$ cat config.mk
export PLATFORM = sky130hd
export DESIGN_NAME = frs_sequencer
export DESIGN_NICKNAME = d
export VERILOG_FILES = /design/src/verilog/frs_pkg.sv /design/src/verilog/frs_sequencer.sv /design/src/verilog/frs_unlock.sv /design/src/verilog/frs_timer.sv
export VERILOG_INCLUDE_DIRS = /design/src /design/src/verilog
export SDC_FILE = /design/constraint.sdc
export NUM_CORES = 1
export LEC_CHECK = 0
export ABC_AREA = 1
export ABC_CLOCK_PERIOD_IN_PS = 5100
export BUFFER_PORTS_ARGS = -buffer_cell sky130_fd_sc_hd__buf_2
export CAP_MARGIN = 20
export CORE_UTILIZATION = 31
export CTS_BUF_LIST = sky130_fd_sc_hd__clkbuf_2
export CTS_CLUSTER_DIAMETER = 200
export DETAILED_ROUTE_END_ITERATION = 12
export HOLD_SLACK_MARGIN = 0.05
export PLACE_DENSITY_LB_ADDON = 0.08
export SYNTH_ARGS = -nofsm -noshare
export SYNTH_HDL_FRONTEND = slang
export SYNTH_HIERARCHICAL = 1
export SYNTH_SLANG_ARGS = --single-unit
$ cat constraint.sdc
create_clock -name clk_sys -period 5.1 [get_ports clk_sys]
set_input_delay 0.51 -clock clk_sys [delete_from_list [all_inputs] [get_ports clk_sys]]
set_output_delay 0.51 -clock clk_sys [all_outputs]
set_load 0.1 [all_outputs]
$ cat src/verilog/frs_cfg.svh
`ifndef FRS_CFG_SVH
`define FRS_CFG_SVH

// register indices on the plain port
`define FRS_ADDR_W 4
`define FRS_ADR_CTRL 4'h0
`define FRS_ADR_KEY 4'h1
`define FRS_ADR_PAGE 4'h2
`define FRS_ADR_OFFS 4'h3
`define FRS_ADR_BUFDAT 4'h4
`define FRS_ADR_STATUS 4'h5

// control field positions
`define FRS_OP_LSB 0
`define FRS_OP_MSB 5
`define FRS_ERASE_BIT 6
`define FRS_WPERMIT_BIT 14
`define FRS_TRIG_BIT 15
`define FRS_CTRL_RESET 16'h0000
`define FRS_CTRL_WMASK 16'h407F

// operation codes and keys
`define FRS_OP_ROW_ERASE 6'h18
`define FRS_OP_ROW_PROG 6'h04
`define FRS_KEY_FIRST 8'h55
`define FRS_KEY_SECOND 8'hAA

// cycle times in microseconds, clock in MHz
`define FRS_ERASE_US 2000
`define FRS_PROG_US 2000
`define FRS_CLK_MHZ 40

`endif

$ cat src/verilog/frs_pkg.sv
package frs_pkg;
  typedef enum logic [1:0] {
    FRS_KEY_IDLE = 2'b01,
    FRS_KEY_ARMED = 2'b10
  } frs_key_t;
  typedef enum logic [2:0] {
    FRS_IDLE = 3'b001,
    FRS_ERASE = 3'b010,
    FRS_PROG = 3'b100
  } frs_state_t;
endpackage

$ cat src/verilog/frs_sequencer.sv
`timescale 1ns/1ps
`default_nettype none
`include "frs_cfg.svh"

module frs_sequencer
  import frs_pkg::*;
#(
  parameter int ROW_WORDS = 32,
  parameter int WORD_W = 24,
  parameter int ERASE_CYC = `FRS_ERASE_US * `FRS_CLK_MHZ,
  parameter int PROG_CYC = `FRS_PROG_US * `FRS_CLK_MHZ
) (
  input wire logic clk_sys,
  input wire logic srst,
  input wire logic [`FRS_ADDR_W-1:0] addr,
  input wire logic [15:0] wdata,
  input wire logic wr_stb,
  input wire logic rd_stb,
  output logic [15:0] rdata,
  input wire logic tbl_wr,
  input wire logic [WORD_W-1:0] tbl_wdata,
  output logic cpu_stall,
  output logic flash_erase,
  output logic flash_prog,
  output logic [15:0] flash_row_addr,
  output logic [WORD_W-1:0] flash_row_data [ROW_WORDS]
);
  localparam int IW = $clog2(ROW_WORDS);
  localparam int TW = 32;

  // ************************************************
  // registers
  // ************************************************
  logic [15:0] ctrl_r, ctrl_nxt;
  logic [7:0] page_r, page_nxt;
  logic [15:0] offs_r, offs_nxt;
  logic [WORD_W-1:0] buf_r [ROW_WORDS];
  logic [IW-1:0] bidx_r, bidx_nxt;
  logic [15:0] rdata_r, rdata_nxt;
  frs_state_t st_r, st_nxt;
  logic armed;
  logic tdone;
  logic tstart;
  logic [TW-1:0] tload;
  logic trig_ok;
  logic [5:0] op;

  frs_unlock u_unlock (
    .clk_sys(clk_sys),
    .srst(srst),
    .wr_stb(wr_stb),
    .rd_stb(rd_stb),
    .addr(addr),
    .wdata(wdata),
    .armed(armed)
  );

  frs_timer #(.W(TW)) u_timer (
    .clk_sys(clk_sys),
    .srst(srst),
    .start(tstart),
    .load(tload),
    .done(tdone)
  );

  assign op = ctrl_r[`FRS_OP_MSB:`FRS_OP_LSB];

  // ************************************************
  // trigger qualification
  // ************************************************
  // keys then permit
  assign trig_ok = wr_stb && addr == `FRS_ADR_CTRL && wdata[`FRS_TRIG_BIT]
                   && armed && wdata[`FRS_WPERMIT_BIT] && st_r == FRS_IDLE
                   && ((wdata[`FRS_OP_MSB:`FRS_OP_LSB] == `FRS_OP_ROW_ERASE
                        && wdata[`FRS_ERASE_BIT])
                    || (wdata[`FRS_OP_MSB:`FRS_OP_LSB] == `FRS_OP_ROW_PROG
                        && !wdata[`FRS_ERASE_BIT]));

  // ************************************************
  // control and state
  // ************************************************
  always_comb begin
    ctrl_nxt = ctrl_r;
    page_nxt = page_r;
    offs_nxt = offs_r;
    bidx_nxt = bidx_r;
    st_nxt = st_r;
    tstart = 1'b0;
    tload = TW'(PROG_CYC);
    // control is frozen while a cycle runs
    if (wr_stb && addr == `FRS_ADR_CTRL && st_r == FRS_IDLE) begin
      ctrl_nxt = wdata & `FRS_CTRL_WMASK;
    end
    if (wr_stb && addr == `FRS_ADR_PAGE && st_r == FRS_IDLE) begin
      page_nxt = wdata[7:0];
    end
    // dummy table write leaves the row start alone; index steps by one per write
    if (tbl_wr && st_r == FRS_IDLE) begin
      offs_nxt = offs_r;
      bidx_nxt = bidx_r + IW'(1);
    end
    if (wr_stb && addr == `FRS_ADR_OFFS && st_r == FRS_IDLE) begin
      offs_nxt = wdata;
      bidx_nxt = '0;
    end
    case (st_r)
      FRS_IDLE: begin
        if (trig_ok) begin
          ctrl_nxt = (wdata & `FRS_CTRL_WMASK) | (16'h0001 << `FRS_TRIG_BIT);
          tstart = 1'b1;
          if (wdata[`FRS_ERASE_BIT]) begin
            tload = TW'(ERASE_CYC);
            st_nxt = FRS_ERASE;
          end else begin
            st_nxt = FRS_PROG;
          end
        end
      end
      FRS_ERASE, FRS_PROG: begin
        if (tdone) begin
          ctrl_nxt[`FRS_TRIG_BIT] = 1'b0;
          st_nxt = FRS_IDLE;
        end
      end
      default: begin
        st_nxt = FRS_IDLE;
      end
    endcase
  end

  // ************************************************
  // read path
  // ************************************************
  always_comb begin
    rdata_nxt = 16'h0000;
    if (rd_stb) begin
      case (addr)
        `FRS_ADR_CTRL: rdata_nxt = ctrl_r;
        `FRS_ADR_PAGE: rdata_nxt = {8'h00, page_r};
        `FRS_ADR_OFFS: rdata_nxt = offs_r;
        `FRS_ADR_STATUS: rdata_nxt = {13'h0000, armed, st_r != FRS_IDLE,
                                      bidx_r == '0};
        default: rdata_nxt = 16'h0000;
      endcase
    end
  end

  always_ff @(posedge clk_sys) begin
    if (srst) begin
      ctrl_r <= `FRS_CTRL_RESET;
      page_r <= 8'h00;
      offs_r <= 16'h0000;
      bidx_r <= '0;
      rdata_r <= 16'h0000;
      st_r <= FRS_IDLE;
    end else begin
      ctrl_r <= ctrl_nxt;
      page_r <= page_nxt;
      offs_r <= offs_nxt;
      bidx_r <= bidx_nxt;
      rdata_r <= rdata_nxt;
      st_r <= st_nxt;
    end
  end

  // ************************************************
  // row write buffers
  // ************************************************
  // one row of buffers
  genvar gi;
  generate
    for (gi = 0; gi < ROW_WORDS; gi++) begin : g_buf
      always_ff @(posedge clk_sys) begin
        if (srst) begin
          buf_r[gi] <= '0;
        end else if (tbl_wr && st_r == FRS_IDLE && bidx_r == IW'(gi)) begin
          buf_r[gi] <= tbl_wdata;
        end
      end
      assign flash_row_data[gi] = buf_r[gi];
    end
  endgenerate

  assign rdata = rdata_r;
  assign cpu_stall = (st_r != FRS_IDLE);
  assign flash_erase = (st_r == FRS_ERASE);
  assign flash_prog = (st_r == FRS_PROG);
  assign flash_row_addr = offs_r & ~16'(ROW_WORDS * 2 - 1);
  logic unused_op;
  assign unused_op = ^op;
endmodule
`default_nettype wire

$ cat src/verilog/frs_unlock.sv
`timescale 1ns/1ps
`default_nettype none
`include "frs_cfg.svh"
module frs_unlock
  import frs_pkg::*;
(
  input wire logic clk_sys,
  input wire logic srst,
  input wire logic wr_stb,
  input wire logic rd_stb,
  input wire logic [`FRS_ADDR_W-1:0] addr,
  input wire logic [15:0] wdata,
  output logic armed
);
  frs_key_t st_r, st_nxt;
  logic half_r, half_nxt;

  // key pair must be back to back: any other access drops the arming
  always_comb begin
    st_nxt = st_r;
    half_nxt = half_r;
    if (wr_stb || rd_stb) begin
      st_nxt = FRS_KEY_IDLE;
      half_nxt = 1'b0;
      if (wr_stb && addr == `FRS_ADR_KEY) begin
        if (wdata[7:0] == `FRS_KEY_FIRST) begin
          half_nxt = 1'b1;
        end else if (half_r && wdata[7:0] == `FRS_KEY_SECOND) begin
          st_nxt = FRS_KEY_ARMED;
        end
      end
    end
  end

  always_ff @(posedge clk_sys) begin
    if (srst) begin
      st_r <= FRS_KEY_IDLE;
      half_r <= 1'b0;
    end else begin
      st_r <= st_nxt;
      half_r <= half_nxt;
    end
  end

  assign armed = (st_r == FRS_KEY_ARMED);
endmodule
`default_nettype wire

$ cat src/verilog/frs_timer.sv
`timescale 1ns/1ps
`default_nettype none
module frs_timer #(
  parameter int W = 20
) (
  input wire logic clk_sys,
  input wire logic srst,
  input wire logic start,
  input wire logic [W-1:0] load,
  output logic done
);
  logic [W-1:0] cnt_r, cnt_nxt;
  logic run_r, run_nxt;

  always_comb begin
    cnt_nxt = cnt_r;
    run_nxt = run_r;
    done = 1'b0;
    if (start) begin
      cnt_nxt = load;
      run_nxt = 1'b1;
    end else if (run_r) begin
      if (cnt_r <= W'(1)) begin
        run_nxt = 1'b0;
        done = 1'b1;
      end else begin
        cnt_nxt = cnt_r - W'(1);
      end
    end
  end

  always_ff @(posedge clk_sys) begin
    if (srst) begin
      cnt_r <= '0;
      run_r <= 1'b0;
    end else begin
      cnt_r <= cnt_nxt;
      run_r <= run_nxt;
    end
  end
endmodule
`default_nettype wire

---- After elaboration in Yosys (flattened, before gate mapping) ----
Memory sizes are Yosys's and may differ from the RTL's.
Cells that the tools add are included.
word-level totals
  memories kept ........................... 1
  output and inout port bits .............. 803
  ROM bits ................................ 0
  input port bits ......................... 49
  flip-flop bits (word level) ............. 100
  logic and storage cells ................. 313
  latch bits .............................. 0
  bits in writable memories ............... 768
cells by class
  bitwise operators ....................... 34
  mux-type cells .......................... 156
  eq/ne operators ......................... 47
  add/subtract/negate cells ............... 2
  multiply operators ...................... 0
  reduce and logical (&&, ||, !) cells .... 61
  shifts and indexed selects .............. 0
  order comparisons ....................... 1
  div/mod/pow operators ................... 0
memories
  name   depth  bits a word  rd ports  clocked after Yosys merged registers in  wr ports  RTL line             text
  buf_r  32     24           32        0                                        32        frs_sequencer.sv:37  logic [WORD_W-1:0] buf_r [ROW_WORDS];
operators with widths
  kind                     number
  $mux W24                 32
  $mux W1                  109
  $eq A5 B5 Y1 const B     16
  $pmux W16 S4             1
  $mux W17                 3
  $logic_and A1 B1 Y1      48
  $eq A5 B4 Y1 const B     8
  $le A32 B1 Y1 const B    1
  $mux W16                 2
  $or A1 B1 Y1             32
  $sub A32 B1 Y32 const B  1
  $eq A5 B3 Y1 const B     4
  $mux W15                 1
  $eq A5 B2 Y1 const B     2
  $mux W3                  3
  $eq A4 B2 Y1 const B     2
  $eq A8 B7 Y1 const B     1
  $eq A8 B8 Y1 const B     1
  $reduce_or A2 Y1         4
  $eq A6 B3 Y1 const B     1
  $eq A6 B5 Y1 const B     1
  $mux W2                  3
  $ne A2 B2 Y1 const B     3
  $pmux W3 S2              1
  other kinds (17)         21

---- Longest topological paths before layout ----
  word-level depth ........................ 12
  gate-level depth with buffers ........... 16
  mapped depth without buffers ............ 14

---- Cells and area by module ----
Netlist, hierarchy kept.
by module, submodules not included
  module         times used  cells each  area an instance (sq um)  sequential area each (sq um)
  frs_sequencer  1           2190        30615.6                   24343.3
  frs_timer      1           427         2462.4                    660.6
  frs_unlock     1           35          220.2                     60.1

---- Least setup slack after synthesis ----
OpenSTA, ideal clock, no wires.
  path kind ............................... reg2reg
  start point ............................. reg st_r[0] (netlist name)
  end point ............................... mem buf_r[20][4], in the netlist buf_r[1][100], enable pin
  arrival time ............................ 2.824 ns
  slack ................................... 1.838 ns
  path buffers ............................ 1
  stages on the path, launching flop included .. 8
  setup time .............................. 0.438 ns
  period minus slack after synthesis ...... 3.262 ns
  required time ........................... 4.662 ns
  path through ............................ dfxtp_1 > nand2_2 > nor2_4 > nand2_4 > nor2_8 > inv_1 > clkbuf_1 > o21ai_0
RTL lines
  element           RTL line
  end: declaration  frs_sequencer.sv:37

---- Worst setup path after layout ----
  start point ............................. in addr[3]
  end point ............................... reg u_unlock.st_r[0]
on the way
  longest elaborated chain between the ends .. 3
ends and longest elaborated chain
  element                        RTL line             text
  start: declaration             frs_sequencer.sv:15  input wire logic [`FRS_ADDR_W-1:0] addr,
  $eq A4 B1 Y1 (no line)         -
  $logic_and A1 B1 Y1 (no line)  -
  $mux W2                        frs_unlock.sv:25     if (wr_stb && addr == `FRS_ADR_KEY) begin
  end signal: assignment         frs_unlock.sv:40     st_r <= st_nxt;
  end: declaration               frs_unlock.sv:15     frs_key_t st_r, st_nxt;
No other way between the ends.
A chain may end at the register's enable or synchronous reset.

==> flow_metrics.py <==
metrics = {
    "outcome": {
        "status": "finished clean",
    },
    "cts": {
        "cts_buffers": 227,
        "clk_latency_ns": 1.48,
        "clockBufferDepth": 3,
        "cts.htree.levels": 4,
        "cts.sinks": 868,
        "cts_resized": 0,
        "root_buffer": "clkbuf_2",
        "cts_tree": "done",
        "clkTransAtPathRegs_ns": 0.09,
    },
    "floorplanning": {
        "io_pins": 852,
        "core_area_mm2": 0.1059,
        "die_y_um": 329.7,
        "die_x_um": 329.7,
        "start_util_pct": 31.45,
        "die-area_mm2": 0.1087,
        "rows": 119,
    },
    "min_path": {
        "hold_start": "tbl_wdata[15]",
        "min_path_cells": 5,
        "hold_path_class": "input pin to flop",
        "whs_endpoint": "buf_r[0][351]$_SDFFCE_PN0P_",
    },
    "timing": {
        "worst_slew_pin_slew_ns": 1.155,
        "fin_crit_sh_pct": 64.40,
        "slew_viol_final": 0,
        "finClkSkew_ns": 0.08119,
        "max_freq_mhz": 304.5,
        "max_slew_margin_pct": 22.99,
        "fin_setup_tns_ns": 0,
        "setup-violations-final": 0,
        "rsz0062_at_grt": "false",
        "hold_viol_final": 0,
        "min_period_ns": 3.284,
    },
    "routing": {
        "wl_met3_mm": 11.61,
        "top_layer": "met4",
        "route.met2.wl_mm": 68.36,
        "ant_nets": 0,
        "wl_mm": 136.8,
        "wl_per_cell_um": 25.72,
        "wl_met1_mm": 52.60,
        "drtIter0Drc": 2068,
        "drc": 0,
        "avgViaCountPerCell": 4.662,
        "num_vias": 24790,
        "drt-pass1-iter-count": 5,
    },
    "power_and_ir_drop": {
        "ir_drop_mv": 0.1870,
        "p_leak_uw": 0.01864,
        "power_per_cell_area_mw_per_mm2": 371.8,
    },
    "grt": {
        "grt_pass1_vias": 24490,
        "grt_use_total_pct": 24.44,
        "grt_pass1_wl_mm": 184.5,
        "overflow": 0,
        "antenna_found_initial": 1,
        "grt_max_degree": 57,
    },
    "synth": {
        "synth.distinct_cells": 41,
        "yosysWarnings": 6,
        "avgSynthCellArea_um2": 12.56,
        "yosysTopAreaCell": "edfxtp_1",
        "synth.yosys.seq_area_share_pct": 75.27,
        "syn_inst": 2652,
        "syn_area_mm2": 0.03330,
        "ys_ff_latch": 868,
        "synth.top_cell.area_share_pct": 69.26,
        "synth_area_leaders": "edfxtp_1 69%, nor2_1 9.6%, dfxtp_1 6.0%",
    },
    "setup_path": {
        "r2r_start": "st_r[0]$_SDFFE_PP1P_",
        "reg2reg_depth": 7,
        "startpoint": "addr[3]",
        "critPathKind": "input pin to flop",
        "r2r_slack_ns": 1.93,
        "crit_arrival_ns": 4.64,
        "cp-end-kind": "flop",
        "critical_path.max_fanout": 3,
        "crit_path_start_kind": "input pin",
        "rr_endpoint": "buf_r[0][47]$_SDFFCE_PN0P_",
        "crit_required_ns": 6.46,
    },
    "finish": {
        "nets": 3798,
        "drive_gt1_share_pct": 36.92,
        "synthToLayoutAreaGrowth_pct": 26.89,
        "design_area_mm2": 0.04225,
        "utilization_pct": 39.91,
    },
    "place": {
        "port_buffers": 845,
        "dpl.hpwl_mm": 90.98,
        "placed_cell_area_mm2": 0.03897,
        "place_congestion": 0.8633,
    },
    "job": {
        "maxCapViolations": 0,
    },
}
-- placed cells by master, fill, tap and decap left out, drive strengths merged, types with 4 or more instances in the layout --
master,instances
nor2,946
buf,896
edfxtp,768
clkbuf,344
nand2,238
inv,137
dlygate4sd3,115
dfxtp,100
nand3,90
o21ai,81
clkinv,61
a21oi,48
conb,38
nand4,11
ha,8
a21boi,8
nor3,7
xor2,6
xnor2,4
-- metrics by stage --
| step | power (uW) | hold WS, ns | std cells | worst slack [ns] |
|---|---|---|---|---|
| final | 15710 | 0.3231 | 5318 | 1.816 |
| after global routing | 16290 | 0.1345 | 5317 | 1.688 |
| after CTS | 15900 | 0.05401 | 5315 | 1.692 |
| after detailed placement | 10840 | 0.4344 | 4787 | 1.783 |
| after global placement | 10830 | 0.4338 | 4784 | 1.718 |
| after floorplan | 10220 | 0.4220 | 2688 | 1.838 |
-- power breakdown --
group / leakage [uW] / internal, uW / total (uW) / switching [uW]
Clock: 0.00161 / 1970 / 4990 / 3010
Combinational: 0.00828 / 274 / 2710 / 2430
Sequential: 0.00875 / 7940 / 8020 / 75.5
-- layout make-up --
cell class                      instances  area [um^2]
Fill cell                           10440        63610
Sequential cell                       868        25060
Multi-Input combinational cell       1498         7014
Timing Repair Buffer                 1011         5806
Tap cell                             1391         1740
Clock buffer                          344         1722
Inverter                              135        513.0
Clock inverter                         69        389.1
Antenna cell                            2        5.005
-- worst max path at each step --
stage                                    end  slack [ns]  cells after the start
2_1_floorplan    buf_r[1][100]$_SDFFCE_PN0P_        1.84                      7
3_3_place_gp     buf_r[1][176]$_SDFFCE_PN0P_        1.72                      5
3_5_place_dp     buf_r[1][240]$_SDFFCE_PN0P_        1.78                      6
4_1_cts                            cpu_stall        1.69                      3
5_1_grt                            cpu_stall        1.69                      3
6_report       u_unlock/st_r[0]$_SDFFE_PP1P_        1.82                     12
-- flip-flops by register name, summed over array words and instances (netlist names) --
name,cells
u_timer/run_r,1
offs_r,16
rdata,16
u_unlock/half_r,1
u_unlock/st_r,2
u_timer/cnt_r,32
buf_r,768
ctrl_r,16
bidx_r,5
st_r,3
page_r,8
-- cell usage after synthesis (all sizes together) --
library cell / instances
nor3b: 1
conb: 2
o22ai: 1
nand3b: 3
xnor2: 4
nand2: 238
edfxtp: 768
nor2: 946
nor3: 7
o21ai: 81
o211ai: 3
nand4: 11
xor2: 6
inv: 132
o31ai: 1
buf: 88
nand3: 90
dfxtp: 100
ha: 8
or2: 2
a21oi: 48
clkbuf: 99
clkinv: 3
a21boi: 8
o21bai: 2
-- routing by layer --
metal	vias to the layer above	GRT usage (%)
li1	11110	-
met1	12340	28.46
met2	1127	41.91
met3	214	7.663
met4	0	9.279
met5	-	0
-- cell families (layout without fill, tap and decap cells) --
family                   Yosys count  in the layout  synth area share [%]
AO/OA/AOI/OAI                    144            144                 2.285
other                              2             40               0.02255
flip-flops                       868            868                 75.27
adder cells (fa/ha/maj)            8              8                0.3006
AND/OR/NAND/NOR                 1298           1298                 16.91
buffers and inverters            322           1559                 4.945
XOR/XNOR                          10             10                0.2630
-- critical path: stages --
cell and delay, ns:
dlygate4sd3_1 0.54, buf_2 0.12, dlygate4sd3_1 0.58, or2_1 0.25, dlygate4sd3_1 0.59, nor2_2 0.13
dlygate4sd3_1 0.60, nand3_2 0.07, dlygate4sd3_1 0.58, nand2_1 0.07, nand2_1 0.04, dlygate4sd3_1 0.55
-- what timing repair did --
item / 4_1_cts / 5_1_grt
endpoints found under the hold margin: 1240 / 0
buffers inserted: 0 / 0
hold buffers: 115 / 0
No activity file was read; power rests on OpenSTA's default activity.
